[src/verilog/isp_defines.vh]
// constants for the i2c serial port control and slave block
`ifndef ISP_DEFINES_VH
`define ISP_DEFINES_VH
// register addresses (word index on the plain port)
`define ISP_ADDR_CON1 3'h0
`define ISP_ADDR_CON2 3'h1
`define ISP_ADDR_STAT 3'h2
`define ISP_ADDR_BUF 3'h3
`define ISP_ADDR_ADDR 3'h4
`define ISP_ADDR_FLAG 3'h5
// control one fields
`define ISP_C1_WCOLL 7
`define ISP_C1_OVF 6
`define ISP_C1_EN 5
`define ISP_C1_REL 4
// control two fields
`define ISP_C2_GENERAL_CALL_ENABLE 7
`define ISP_C2_ACK_VALUE_BIT 5
`define ISP_C2_ACK_SEQUENCE_REQUEST 4
`define ISP_C2_MASTER_RECEIVE_REQUEST 3
`define ISP_C2_PEN 2
`define ISP_C2_REPEATED_START_REQUEST 1
`define ISP_C2_SEN 0
// mode codes
`define ISP_M_S10SP 4'hF
`define ISP_M_S7SP 4'hE
`define ISP_M_FWM 4'hB
`define ISP_M_HWM 4'h8
`define ISP_M_S10 4'h7
`define ISP_M_S7 4'h6
// reset values
`define ISP_RST_CON1 8'h00
`define ISP_RST_CON2 8'h00
// ten-bit header pattern
`define ISP_TEN_HDR 5'h1E
`endif

[src/verilog/isp_core.v]
// i2c serial port control registers and slave receive engine
`include "isp_defines.vh"
module isp_core (
  // clock and reset
  input wire clock,
  input wire reset,
  // register port
  input wire [2:0] reg_addr,
  input wire [7:0] reg_wdata,
  input wire reg_write,
  input wire reg_read,
  output reg [7:0] reg_rdata,
  // pins
  input wire scl_in,
  input wire sda_in,
  input wire [1:0] pin_direction_bits,
  output reg scl_out,
  output reg scl_oe,
  output reg sda_out,
  output reg sda_oe,
  output reg port_owns_pins,
  // interrupt flag level
  output reg port_interrupt_flag
);
  // ------------------------------------------------------------
  // decode helpers
  // ------------------------------------------------------------
  function is_slave;
    input [3:0] m;
    begin
      is_slave = (m == `ISP_M_S10SP) || (m == `ISP_M_S7SP) ||
        (m == `ISP_M_S10) || (m == `ISP_M_S7);
    end
  endfunction
  function is_master;
    input [3:0] m;
    begin
      is_master = (m == `ISP_M_HWM) || (m == `ISP_M_FWM);
    end
  endfunction

  function reg_hit;
    input [2:0] a;
    input [2:0] idx;
    begin
      reg_hit = a == idx;
    end
  endfunction

  localparam S_IDLE = 3'h0;
  localparam S_SHIFT = 3'h1;
  localparam S_ACK = 3'h2;
  localparam S_SKIP = 3'h3;

  // ------------------------------------------------------------
  // registers and synchronisers
  // ------------------------------------------------------------
  reg [7:0] i2c_control_one;
  reg [7:0] i2c_control_two;
  reg [7:0] transfer_buffer;
  reg [7:0] shift_register;
  reg [7:0] address_reload_register;
  reg buffer_full_flag;
  reg address_update_flag;
  reg dir_read;
  reg last_was_data;
  reg seen_start;
  reg seen_stop;
  reg [1:0] scl_s;
  reg [1:0] sda_s;
  reg scl_d;
  reg sda_d;
  reg [2:0] state;
  reg [3:0] bit_cnt;
  reg is_addr;
  reg ten_hi_pending;
  reg ack_this;
  reg hold_ua;
  reg [7:0] brg_cnt;
  reg [1:0] mseq;
  wire [3:0] port_mode_select = i2c_control_one[3:0];
  wire port_enable = i2c_control_one[`ISP_C1_EN];
  wire clock_release = i2c_control_one[`ISP_C1_REL];
  wire slave_on = port_enable && is_slave(port_mode_select);
  wire master_on = port_enable && is_master(port_mode_select);
  wire ten_bit = port_mode_select == `ISP_M_S10SP || port_mode_select == `ISP_M_S10;
  wire ss_irq = port_mode_select == `ISP_M_S10SP || port_mode_select == `ISP_M_S7SP;
  wire scl_rise = scl_s[1] && !scl_d;
  wire scl_fall = !scl_s[1] && scl_d;
  wire start_cond = scl_s[1] && scl_d && !sda_s[1] && sda_d;
  wire stop_cond = scl_s[1] && scl_d && sda_s[1] && !sda_d;
  wire req_busy = |i2c_control_two[4:0] & master_on;
  wire busy = req_busy || (state != S_IDLE);
  wire wr = reg_write;
  wire rd = reg_read;
  wire buf_wr = wr && reg_hit(reg_addr, `ISP_ADDR_BUF);
  wire buf_rd = rd && reg_hit(reg_addr, `ISP_ADDR_BUF);
  wire add_wr = wr && reg_hit(reg_addr, `ISP_ADDR_ADDR);
  wire con1_wr = wr && reg_hit(reg_addr, `ISP_ADDR_CON1);
  wire con2_wr = wr && reg_hit(reg_addr, `ISP_ADDR_CON2);
  wire flag_wr = wr && reg_hit(reg_addr, `ISP_ADDR_FLAG);
  wire [7:0] next_sr = {shift_register[6:0], sda_s[1]};
  wire gc_hit = i2c_control_two[`ISP_C2_GENERAL_CALL_ENABLE] && shift_register == 8'h00;
  wire hdr_hit = shift_register[7:3] == `ISP_TEN_HDR &&
    shift_register[2:1] == address_reload_register[2:1] && !shift_register[0];
  wire seven_hit = shift_register[7:1] == address_reload_register[7:1];
  wire lo_hit = shift_register == address_reload_register;
  wire brg_tick = brg_cnt == 8'h00;

  // ------------------------------------------------------------
  // interrupt sources
  // ------------------------------------------------------------
  // master request finished on its last reload phase
  wire master_done = master_on && (|i2c_control_two[4:0]) && brg_tick && mseq == 2'h3;
  // start or stop seen in a mode that reports them
  wire bus_event = slave_on && (start_cond || stop_cond) && ss_irq;
  // ninth falling edge closes every matched byte or any byte refused on overflow or a full buffer; other unmatched addresses go to skip without it
  wire ninth_fall = slave_on && !start_cond && !stop_cond && state == S_ACK && scl_fall;
  wire irq_set = master_done || bus_event || ninth_fall;

  always @(posedge clock) begin
    if (reset) begin
      scl_s <= 2'h3;
      sda_s <= 2'h3;
      scl_d <= 1'b1;
      sda_d <= 1'b1;
    end else begin
      scl_s <= {scl_s[0], scl_in};
      sda_s <= {sda_s[0], sda_in};
      scl_d <= scl_s[1];
      sda_d <= sda_s[1];
    end
  end

  // ------------------------------------------------------------
  // control, status and slave engine
  // ------------------------------------------------------------
  always @(posedge clock) begin
    if (reset) begin
      i2c_control_one <= `ISP_RST_CON1;
      i2c_control_two <= `ISP_RST_CON2;
      transfer_buffer <= 8'h00;
      shift_register <= 8'h00;
      address_reload_register <= 8'h00;
      buffer_full_flag <= 1'b0;
      address_update_flag <= 1'b0;
      dir_read <= 1'b0;
      last_was_data <= 1'b0;
      seen_start <= 1'b0;
      seen_stop <= 1'b0;
      port_interrupt_flag <= 1'b0;
      state <= S_IDLE;
      bit_cnt <= 4'h0;
      is_addr <= 1'b0;
      ten_hi_pending <= 1'b0;
      ack_this <= 1'b0;
      hold_ua <= 1'b0;
      brg_cnt <= 8'h00;
      mseq <= 2'h0;
    end else begin
      // software writes
      if (con1_wr) begin
        i2c_control_one <= reg_wdata;
      end
      if (con2_wr) begin
        i2c_control_two[7:5] <= reg_wdata[7:5];
        if (!busy) begin
          i2c_control_two[4:0] <= reg_wdata[4:0];
        end else if (!master_on) begin
          i2c_control_two[`ISP_C2_SEN] <= reg_wdata[`ISP_C2_SEN];
        end
      end
      if (flag_wr) begin
        port_interrupt_flag <= reg_wdata[0];
      end
      if (buf_wr) begin
        if (busy && master_on) begin
          i2c_control_one[`ISP_C1_WCOLL] <= 1'b1;
        end else if (slave_on && dir_read && state == S_SHIFT) begin
          i2c_control_one[`ISP_C1_WCOLL] <= 1'b1;
        end else if (!busy) begin
          transfer_buffer <= reg_wdata;
          shift_register <= reg_wdata;
        end
      end
      if (buf_rd) begin
        buffer_full_flag <= 1'b0;
      end
      if (add_wr) begin
        address_reload_register <= reg_wdata;
        address_update_flag <= 1'b0;
        hold_ua <= 1'b0;
      end
      // hardware master sequencer: brg divides by (reload[6:0]+1), request clears on fourth tick
      if (master_on && (|i2c_control_two[4:0])) begin
        if (brg_tick) begin
          brg_cnt <= {1'b0, address_reload_register[6:0]};
          mseq <= mseq + 2'h1;
          if (mseq == 2'h3) begin
            i2c_control_two[4:0] <= 5'h00;
          end
        end else begin
          brg_cnt <= brg_cnt - 8'h01;
        end
      end else begin
        brg_cnt <= 8'h00;
        mseq <= 2'h0;
      end
      // slave engine
      if (!slave_on) begin
        state <= S_IDLE;
        hold_ua <= 1'b0;
        address_update_flag <= 1'b0;
        ten_hi_pending <= 1'b0;
        last_was_data <= 1'b0;
        seen_start <= 1'b0;
        seen_stop <= 1'b0;
      end else if (start_cond) begin
        state <= S_SHIFT;
        bit_cnt <= 4'h0;
        is_addr <= 1'b1;
        seen_start <= 1'b1;
        seen_stop <= 1'b0;
      end else if (stop_cond) begin
        state <= S_IDLE;
        seen_stop <= 1'b1;
        seen_start <= 1'b0;
        ten_hi_pending <= 1'b0;
      end else begin
        case (state)
          S_SHIFT: begin
            if (scl_rise && !dir_read) begin
              shift_register <= next_sr;
              bit_cnt <= bit_cnt + 4'h1;
            end
            if (scl_fall && bit_cnt == 4'h8) begin
              state <= S_ACK;
              last_was_data <= !is_addr;
              ack_this <= 1'b0;
              if (i2c_control_one[`ISP_C1_OVF] || buffer_full_flag) begin
                if (!is_addr) i2c_control_one[`ISP_C1_OVF] <= 1'b1;
                ack_this <= 1'b0;
              end else if (!is_addr || gc_hit ||
                  (!ten_bit && seven_hit) ||
                  (ten_bit && !ten_hi_pending && hdr_hit) ||
                  (ten_bit && ten_hi_pending && lo_hit)) begin
                transfer_buffer <= shift_register;
                buffer_full_flag <= 1'b1;
                ack_this <= 1'b1;
                if (is_addr) dir_read <= shift_register[0];
                if (is_addr && ten_bit && !gc_hit) begin
                  address_update_flag <= 1'b1;
                  hold_ua <= 1'b1;
                  ten_hi_pending <= !ten_hi_pending;
                end
              end else begin
                state <= S_SKIP;
              end
            end
          end
          S_ACK: begin
            if (scl_fall) begin
              bit_cnt <= 4'h0;
              if (ack_this) begin
                state <= S_SHIFT;
                if (is_addr && ten_bit && ten_hi_pending) begin
                  is_addr <= 1'b1;
                end else begin
                  is_addr <= 1'b0;
                end
                if (!is_addr && i2c_control_two[`ISP_C2_SEN] && buffer_full_flag) begin
                  i2c_control_one[`ISP_C1_REL] <= 1'b0;
                end
              end else begin
                state <= is_addr ? S_SKIP : S_SHIFT;
              end
            end
          end
          S_SKIP: begin
            state <= S_SKIP;
          end
          default: begin
            state <= S_IDLE;
          end
        endcase
      end
      if (irq_set) begin
        port_interrupt_flag <= 1'b1;
      end
      if (!port_enable) begin
        seen_start <= 1'b0;
      end
    end
  end

  // ------------------------------------------------------------
  // pins
  // ------------------------------------------------------------
  always @(posedge clock) begin
    if (reset) begin
      scl_out <= 1'b0;
      scl_oe <= 1'b0;
      sda_out <= 1'b0;
      sda_oe <= 1'b0;
      port_owns_pins <= 1'b0;
    end else begin
      scl_out <= 1'b0;
      sda_out <= 1'b0;
      port_owns_pins <= port_enable && (slave_on || master_on);
      scl_oe <= 1'b0;
      sda_oe <= 1'b0;
      if ((slave_on || master_on) && (&pin_direction_bits)) begin
        if (slave_on) begin
          scl_oe <= (!clock_release && !scl_s[1]) || hold_ua;
          sda_oe <= state == S_ACK && ack_this;
        end else begin
          scl_oe <= |i2c_control_two[4:0] && mseq[1];
          sda_oe <= i2c_control_two[`ISP_C2_ACK_SEQUENCE_REQUEST] ?
            !i2c_control_two[`ISP_C2_ACK_VALUE_BIT] :
            (i2c_control_two[`ISP_C2_REPEATED_START_REQUEST] && mseq != 2'h0);
        end
      end
    end
  end

  // ------------------------------------------------------------
  // read port
  // ------------------------------------------------------------
  always @(posedge clock) begin
    if (reset) begin
      reg_rdata <= 8'h00;
    end else if (rd) begin
      case (reg_addr)
        `ISP_ADDR_CON1: reg_rdata <= i2c_control_one;
        `ISP_ADDR_CON2: reg_rdata <= i2c_control_two;
        `ISP_ADDR_STAT: reg_rdata <= {2'h0, last_was_data, seen_stop, seen_start,
          dir_read, address_update_flag, buffer_full_flag};
        `ISP_ADDR_BUF: reg_rdata <= transfer_buffer;
        `ISP_ADDR_ADDR: reg_rdata <= address_reload_register;
        `ISP_ADDR_FLAG: reg_rdata <= {7'h00, port_interrupt_flag};
        default: reg_rdata <= 8'h00;
      endcase
    end else begin
      reg_rdata <= 8'h00;
    end
  end
endmodule

[config.mk]
export PLATFORM = sky130hd
export DESIGN_NAME = isp_core
export DESIGN_NICKNAME = d
export VERILOG_FILES = /design/src/verilog/isp_core.v
export VERILOG_INCLUDE_DIRS = /design/src /design/src/verilog
export SDC_FILE = /design/constraint.sdc
export NUM_CORES = 1
export LEC_CHECK = 0
export ABC_AREA = 1
export ABC_CLOCK_PERIOD_IN_PS = 1900
export BUFFER_PORTS_ARGS = -buffer_cell sky130_fd_sc_hd__buf_4
export CAP_MARGIN = 20
export CELL_PAD_IN_SITES_DETAIL_PLACEMENT = 1
export CELL_PAD_IN_SITES_GLOBAL_PLACEMENT = 1
export CORE_ASPECT_RATIO = 1.75
export CORE_MARGIN = 10
export CORE_UTILIZATION = 43
export DETAILED_ROUTE_END_ITERATION = 16
export PLACE_DENSITY = 0.87
export SYNTH_ARGS = -nofsm -noshare
export SYNTH_HDL_FRONTEND = slang
export SYNTH_SLANG_ARGS = --single-unit
[constraint.sdc]
create_clock -name clock -period 1.9 [get_ports clock]
set_input_delay 0.475 -clock clock [delete_from_list [all_inputs] [get_ports clock]]
set_output_delay 0.475 -clock clock [all_outputs]
set_load 0.02 [all_outputs]
---- After elaboration in Yosys (flattened, before gate mapping) ----
Cells that the tools add are included.
cells by class
  add/sub/neg operators ................... 3
  $mul .................................... 0
  divide/modulo/power cells ............... 0
  magnitude comparators ................... 0
  equality and inequality tests ........... 28
  shift operators ......................... 0
  multiplexer cells ....................... 106
  bitwise logic cells ..................... 9
  reduce and logical (&&, ||, !) cells .... 111
operators by type and width
  cell                                                                count
  8-bit two-way mux                                                   21
  1-bit two-way mux                                                   68
  1-bit logical AND                                                   48
  8-bit one-hot mux with 6 select lines                               1
  4-bit == test, second input constant                                5
  4-bit two-way mux                                                   5
  5-bit two-way mux                                                   4
  2-bit nonzero test                                                  10
  8-bit zero test                                                     2
  1-bit logical OR                                                    16
  5-bit AND reduction                                                 3
  1-bit zero test                                                     14
  3-bit by 2-bit == test with 1-bit output, second input constant     4
  3-bit one-hot mux with 3 select lines                               1
  3-bit OR reduction                                                  3
  4-bit by 3-bit == test with 1-bit output, second input constant     2
  8-bit == test                                                       1
  1-bit inverter                                                      8
  4-bit one-hot mux with 2 select lines                               1
  8-bit AND reduction                                                 1
  2-bit OR reduction                                                  4
  8-bit by 1-bit subtractor with 8-bit output, second input constant  1
  7-bit == test                                                       1
  7-bit two-way mux                                                   1
  23 further kinds                                                    32
storage, ports and cells
  register bits ........................... 85
  latch bits .............................. 0
  memory bits (writable) .................. 0
  ROM bits ................................ 0
  input bits .............................. 19
  output and inout bits ................... 14
  word-level logic and storage cells ...... 289
  memories kept ........................... 0

---- Longest topological paths before layout ----
Gate-level depths: netlist of run 1.
  depth after elaboration ................. 17
  mapped depth ............................ 14
  depth with buffers taken out ............ 14

---- Worst setup path after synthesis of run 1 ----
OpenSTA, ideal clock, no wires.
  path kind ............................... input to register
  start ................................... input reg_addr[0]
  end ..................................... register transfer_buffer[5]
  setup time .............................. 0.113 ns
  arrival time ............................ 1.586 ns
  required time ........................... 1.787 ns
  setup slack ............................. 0.201 ns
  cell stages on the path ................. 13
  path buffers ............................ 1
  cells stage by stage .................... inv_2 -> or2_4 -> nor2_8 -> nand2_2 -> nor2_4 -> nand3_4 -> buf_6 -> nand2_1 -> nand2_1 -> inv_1 -> nand2_1 -> nand2_1 -> nor2_1
between the ends
  word-level cells in the longest chain between the ends .. 10
ends and longest elaborated chain
  item                                          line            RTL
  start: declaration                            isp_core.v:8    input wire [2:0] reg_addr,
  3-bit by 2-bit == test with 1-bit output (*)  isp_core.v:46   reg_hit = a == idx;
  1-bit logical AND (*)                         isp_core.v:96   wire buf_wr = wr && reg_hit(reg_addr, `ISP_ADDR_BUF);
  8-bit two-way mux (*)                         isp_core.v:176  if (buf_wr) begin
  8-bit two-way mux                             isp_core.v:243  end else if (!is_addr || gc_hit ||
  8-bit two-way mux                             isp_core.v:240  if (i2c_control_one[`ISP_C1_OVF] || buffer_full_flag) begin
  8-bit two-way mux                             isp_core.v:236  if (scl_fall && bit_cnt == 4'h8) begin
  8-bit two-way mux                             isp_core.v:230  case (state)
  8-bit two-way mux                             isp_core.v:224  end else if (stop_cond) begin
  8-bit two-way mux                             isp_core.v:218  end else if (start_cond) begin
  8-bit two-way mux (*)                         isp_core.v:210  if (!slave_on) begin
  end signal: assignment                        isp_core.v:182  transfer_buffer <= reg_wdata;
  end signal: assignment                        isp_core.v:247  transfer_buffer <= shift_register;
  end: declaration                              isp_core.v:60   reg [7:0] transfer_buffer;
Mark *: on every way between the ends. The rest lies on a longest branch, timed or not.
A chain may end at the register's enable or synchronous reset.

---- Final worst setup path of run 1 ----
  start ................................... register address_reload_register[0]
  end ..................................... register ten_hi_pending
between the ends
  word-level cells in the longest chain between the ends .. 5
ends and longest elaborated chain
  item                                  line            RTL
  start: declaration                    isp_core.v:62   reg [7:0] address_reload_register;
  start signal: assignment              isp_core.v:190  address_reload_register <= reg_wdata;
  8-bit == test                         isp_core.v:107  wire lo_hit = shift_register == address_reload_register;
  1-bit logical AND                     isp_core.v:246  (ten_bit && ten_hi_pending && lo_hit)) begin
  1-bit logical OR                      isp_core.v:245  (ten_bit && !ten_hi_pending && hdr_hit) ||
  2-bit nonzero test (no source line)   -
  6-bit AND reduction (no source line)  -
  end signal: assignment                isp_core.v:254  ten_hi_pending <= !ten_hi_pending;
  end: declaration                      isp_core.v:76   reg ten_hi_pending;
No other way between the ends.

==> results of run 1 <==
## area by class of cell
class	count	area share
repair buffers	63	0.09875
flip-flops and latches	84	0.3431
multi-input cells	390	0.4095
inverters	78	0.06007
well taps	120	0.03054
clock buffers	11	0.04734
clock inverters	5	0.01069
## power breakdown
| part | leakage (nW) | switching, mW | internal (mW) |
|---|---|---|---|
| sequential | 0.682 | 0.0289 | 1.79 |
| clock | 0.139 | 0.742 | 1.01 |
| combinational | 1.24 | 0.195 | 0.104 |
## worst min-delay path by stage
stage,end,slack [ns],cells past startpoint
after floorplan,scl_s[1]$_SDFF_PP1_,0.39,1
after CTS,sda_s[0]$_SDFF_PP1_,0.31,2
final,sda_s[0]$_SDFF_PP1_,0.31,2
after global placement,sda_s[1]$_SDFF_PP1_,0.39,1
after global routing,sda_s[0]$_SDFF_PP1_,0.32,2
after detailed placement,scl_s[1]$_SDFF_PP1_,0.40,1
## what timing repair did
action,4_1_cts,5_1_grt
endpoints found under the setup margin,1,19
pin swaps,1,2
cloned,0,0
buffers inserted,1,2
gates resized for setup,2,14
## flip-flops by register name, indices dropped and copies added (netlist names), 2 cells and up
signal,flops
sda_s,2
state,2
mseq,2
transfer_buffer,8
shift_register,8
i2c_control_one,8
address_reload_register,8
scl_s,2
bit_cnt,4
reg_rdata,8
brg_cnt,8
i2c_control_two,8
## per-layer routing
layer / share of wire / GRT usage
met1: 0.35 / 0.2215
met2: 0.52 / 0.4134
met3: 0.046 / 0.04006
met4: 0.083 / 0.1651
met5: 0 / 0
## cell families after synthesis
| logic type | synth area share |
|---|---|
| and+or+nand+nor | 0.2744 |
| AOI/OAI and AO/OA | 0.1839 |
| buffers and inverters | 0.08991 |
| DFF | 0.4196 |
| xor gates and xnor gates | 0.01311 |
| adders and majority gates | 0.01561 |
| other | 0.0009357 |
| muxes | 0.002498 |
## cells in the final DEF, fill, tap and decap left out, drive strengths merged, types with 4 or more instances in the layout
| cell type | n |
|---|---|
| o21ai | 41 |
| nand3 | 34 |
| a221oi | 4 |
| xnor2 | 5 |
| nand2 | 117 |
| buf | 63 |
| ha | 5 |
| inv | 73 |
| a21oi | 52 |
| dfxtp | 84 |
| clkinv | 8 |
| nor2 | 69 |
| nor3 | 11 |
| a211oi | 15 |
| clkbuf | 11 |
| nand4 | 6 |
| or2 | 6 |
| o22ai | 4 |
## per-stage QoR
step           utilization  worst slack (ns)  hold WS, ns
2_1_floorplan            -            0.2012       0.3895
3_3_place_gp        0.5011           0.09345       0.3925
3_5_place_dp        0.5011          0.008482       0.3991
4_1_cts             0.5337          0.004571       0.3067
5_1_grt             0.5406           -0.2331       0.3155
6_report            0.5406           0.03620       0.3098
==> impl_metrics.toml, run 1 <==
[synth]
synth_cells = 564
synth_ff_type = "dfxtp_1"
yosysTopAreaCellShare = 0.4196
async_flop_share = 0
syn_area_per_cell_um2 = 7.106
synth.most_common_cell = "nand2_1"
synth-edff-count = 0
synth_top_cell_by_area = "dfxtp_1"
synth_seq_cells = 84
synth_common_cells = "114 x nand2_1, 84 x dfxtp_1, 65 x nor2_1"
syn_area_mm2 = 0.004008
ys_top_cells_by_area = "dfxtp_1 42%, nand2_1 11%, a21oi_1 6.5%"
yosysUniqueCellTypes = 43
ys_warn_count = 0
ys_seq_area_frac = 0.4196

[placed_design]
placed_cell_area_mm2 = 0.004557
dp.final_hpwl_um = 11540
routabilityCongestion = 0.9574
numPortBuffers = 30
dp_cells = 732

[timing]
finalSetupViolCount = 0
tns_ns = 0
fin_crit_ns = 1.864
rsz0062_at_grt = "yes"
finalHoldViolCount = 0
finalCritPeriodShare = 0.9809
skew_ns = 0.008856
drv_slew = 0
fmax_ghz = 0.5365

[final_layout]
multi_input_area_mm2 = 0.002013
fin_area_mm2 = 0.004916
final_cells = 751
area.sequential_mm2 = 0.001687
drive_gt1_frac = 0.2044
fill_cells = 1215
nets = 650
area_growth_pct = 22.67
antennaDiodeCount = 0

[floorplan]
placementRows = 46
fp.dieW_um = 92.98
coreArea_mm2 = 0.009094
ios = 33
die-area_mm2 = 0.01373
fp.dieH_um = 147.7
start_util = 0.4407

[power_and_ir_drop]
peakVddDrop_v = 0.0006480
powerDensity_mw_per_mm2 = 788.3
p_leak_nw = 2.062
power_mw = 3.875

[critical_path]
cp.depth = 12
cp-start-kind = "flop"
path_max_fanout = 4
cpMaxStageDelayCell = "dfxtp_1"
worst_ep_arrival_time_ns = 2.10
required_ns = 2.14
startpoint = "address_reload_register[0]$_SDFFE_PP0P_"
slowest_delay_ns = 0.41
crit_chain = "inv_1, nand2_1, nand3_1, nand2_1, nand2_1, o21ai_2, nand2_1, nand2_2, buf_4, nand3_2, a21oi_1, nor2_1"
crit_end = "ten_hi_pending$_SDFFE_PP0P_"
crit_top_cell = "nand2_1"
r2r_cells = 12
path_class = "flop to flop"
r2r_slack_ns = 0.04
r2r_start = "address_reload_register[0]$_SDFFE_PP0P_"
worstReg2RegEnd = "ten_hi_pending$_SDFFE_PP0P_"
crit_buf_inv = 2
cpLargestDelayFamily = "simple AND/OR/NAND/NOR gates"
cp-end-kind = "flop"

[route]
drtAntennaViolNets = 0
drc = 0
wl_um = 16000
drt-pass1-iter-count = 6
via_per_inst = 5.735
drt_iter0_drc = 363
wire_per_inst_um = 21.30
route.vias.total = 4307

[global_route]
first_global_vias = 4558
grt_antenna_before_repair = 0
grtUsageTotal = 0.2276
grt_max_degree = 19
grt_pass1_wl_um = 24200
grt_overflow = 0

[clock_tree]
cts_buffers = 9
clk_pin_slew_worst_paths_ns = 0.06
cts_tree = "yes"
cts_buffer_depth = 2
clock_latency_ns = 0.35
htreeDepth = 3
cts_root_buf = "clkbuf_16"
cts_hold_buf = 0
cts.sinks = 84

[run_status]
status = "complete, no violations"

[flow_run]
drv_cap = 0

[min_path]
min-delay-start = "sda_in"
hp-class = "input port to flop"
No activity file was read; power rests on OpenSTA's default activity.
==> run 2: changes to the inputs <==
--- a/config.mk
+++ b/config.mk
@@ -13,7 +13,7 @@
 export CELL_PAD_IN_SITES_DETAIL_PLACEMENT = 1
 export CELL_PAD_IN_SITES_GLOBAL_PLACEMENT = 1
 export CORE_ASPECT_RATIO = 1.75
-export CORE_MARGIN = 10
+export CORE_MARGIN = 2
 export CORE_UTILIZATION = 43
 export DETAILED_ROUTE_END_ITERATION = 16
 export PLACE_DENSITY = 0.87
==> constraint.sdc (replaced) <==
create_clock -name clock -period 1.9 [get_ports clock]
set_input_delay 0.475 -clock clock [delete_from_list [all_inputs] [get_ports clock]]
set_output_delay 0.475 -clock clock [all_outputs]
set_load 0.01 [all_outputs]
==> impl_metrics.toml, run 2 (synthesized netlist as in run 1, its figures left out) <==
[route]
via_per_inst = 5.758
drt_iter0_drc = 332
drt-pass1-iter-count = 5
wl_um = 15080
drc = 0
route.vias.total = 4301
drtAntennaViolNets = 0
wire_per_inst_um = 20.18

[global_route]
grt_max_degree = 19
grt_pass1_wl_um = 22940
grtUsageTotal = 0.2925
grt_antenna_before_repair = 0
grt_overflow = 0
first_global_vias = 4482

[clock_tree]
cts_buffer_depth = 2
clock_latency_ns = 0.35
cts_tree = "yes"
htreeDepth = 3
clk_pin_slew_worst_paths_ns = 0.06
cts_buffers = 9
cts_root_buf = "clkbuf_16"
cts.sinks = 84

[placed_design]
placed_cell_area_mm2 = 0.004534
pre_cts_ws_ns = 0.02440
dp.final_hpwl_um = 10850
numPortBuffers = 30
dp_cells = 729
routabilityCongestion = 0.9049

[min_path]
hp-class = "input port to flop"

[timing]
skew_ns = 0.01004
fmax_ghz = 0.5486
finalCritPeriodShare = 0.9593
finalWorstSetupSlack_ns = 0.07728
finalSetupViolCount = 0
fin_crit_ns = 1.823
finalHoldViolCount = 0
drv_slew = 0
rsz0062_at_grt = "yes"

[critical_path]
crit_top_cell = "nand2_1"
cp-end-kind = "flop"
path_max_fanout = 16
worst_ep_arrival_time_ns = 2.10
path_class = "flop to flop"
cp-start-kind = "flop"
crit_chain = "buf_4, nand3_2, nor3_4, nor2_4, nand3_4, nand2_1, o21ai_1, inv_1, nand2_1, nand2_1, nor2_1"
cpMaxStageDelayCell = "dfxtp_1"
required_ns = 2.18
slowest_delay_ns = 0.35

[final_layout]
nets = 647
layout_commonest_cell = "nand2_1"
drive_gt1_frac = 0.2153
fin_util = 0.5428
fin_area_mm2 = 0.004905
final_cell_mix = "112 x nand2_1, 76 x dfxtp_1, 63 x nor2_1, 59 x buf_4, 53 x inv_1"
final_cells = 747
area_growth_pct = 22.39
antennaDiodeCount = 0

[floorplan]
die-area_mm2 = 0.01014
fp.dieH_um = 131.7
start_util = 0.4435
placementRows = 46
coreArea_mm2 = 0.009036
ios = 33
fp.dieW_um = 76.98

[flow_run]
drv_cap = 0

[power_and_ir_drop]
power_mw = 3.773
powerDensity_mw_per_mm2 = 769.3
peakVddDrop_v = 0.0004339
p_leak_nw = 2.045

[run_status]
status = "complete, no violations"
[run 2: cell count changes in the layout (fill, tap and decap cells not counted), moves of 2 or more]
cell      delta
nand3_2      +2
buf_4        -3
a211oi_2     +2
a21oi_2      +2
a21oi_1      -2
dfxtp_1      -4
clkbuf_8     +2
nor2_2       +2
dfxtp_2      +4
nor2_1       -2
a211oi_1     -2
[run 2: worst paths after layout]
kind | startpoint | end | slack [ns] | cells after the start
setup reg to reg | i2c_control_one[2]$_SDFFE_PP0P_ | transfer_buffer[7]$_SDFF_PP0_ | 0.08 | 11
setup / recovery | i2c_control_one[2]$_SDFFE_PP0P_ | transfer_buffer[7]$_SDFF_PP0_ | 0.08 | 11
hold / removal | sda_in | sda_s[0]$_SDFF_PP1_ | 0.32 | 2
hold reg to reg | scl_s[0]$_SDFF_PP1_ | scl_s[1]$_SDFF_PP1_ | 0.41 | 1
[run 2: power breakdown]
group,internal [mW],total (mW),leakage [nW],switching [mW]
Clock,0.947,1.66,0.135,0.716
Combinational,0.100,0.288,1.23,0.188
Sequential,1.79,1.82,0.684,0.0287
Total,2.84,3.77,2.04,0.933
[run 2: cell type report]
class                   count  area (µm²)
fillers                  1162        4131
multi-input cells         390        2037
flip-flops and latches     84        1692
repair buffers             60       462.9
inverters                  78       292.8
clock buffers              13       260.3
well taps                 120       150.1
clock inverters             2       10.01
[run 2: per-layer routing]
layer / up-vias / GRT usage / share of wire / wire (µm)
met3: 84 / 0.04464 / 0.046 / 695
met1: 2054 / 0.2871 / 0.35 / 5280
met2: 183 / 0.5341 / 0.52 / 7796
met5: - / 0 / 0 / 0
met4: 0 / 0.2292 / 0.087 / 1306
li1: 1980 / - / - / -
[run 2: critical path: cells and delay by family (launching register included)]
family	cells	cell delay, ns
compound gates	1	0.12
buf+inv	2	0.19
flops	1	0.35
simple gates	8	1.10
[run 2: through the flow]
| stage | setup TNS [ns] | hold slack [ns] |
|---|---|---|
| CTS | 0 | 0.3126 |
| global placement | 0 | 0.3931 |
| global route | -0.08611 | 0.3152 |
| floorplan | 0 | 0.3895 |
| detailed placement | 0 | 0.3976 |
| finish | 0 | 0.3159 |
[run 2: what timing repair did]
| item | CTS | global route |
|---|---|---|
| pin swaps | 0 | 1 |
| resized for setup | 1 | 23 |
| setup buffers | 0 | 3 |
| endpoints found under the setup margin | 1 | 27 |
| hold buffers | 0 | 0 |
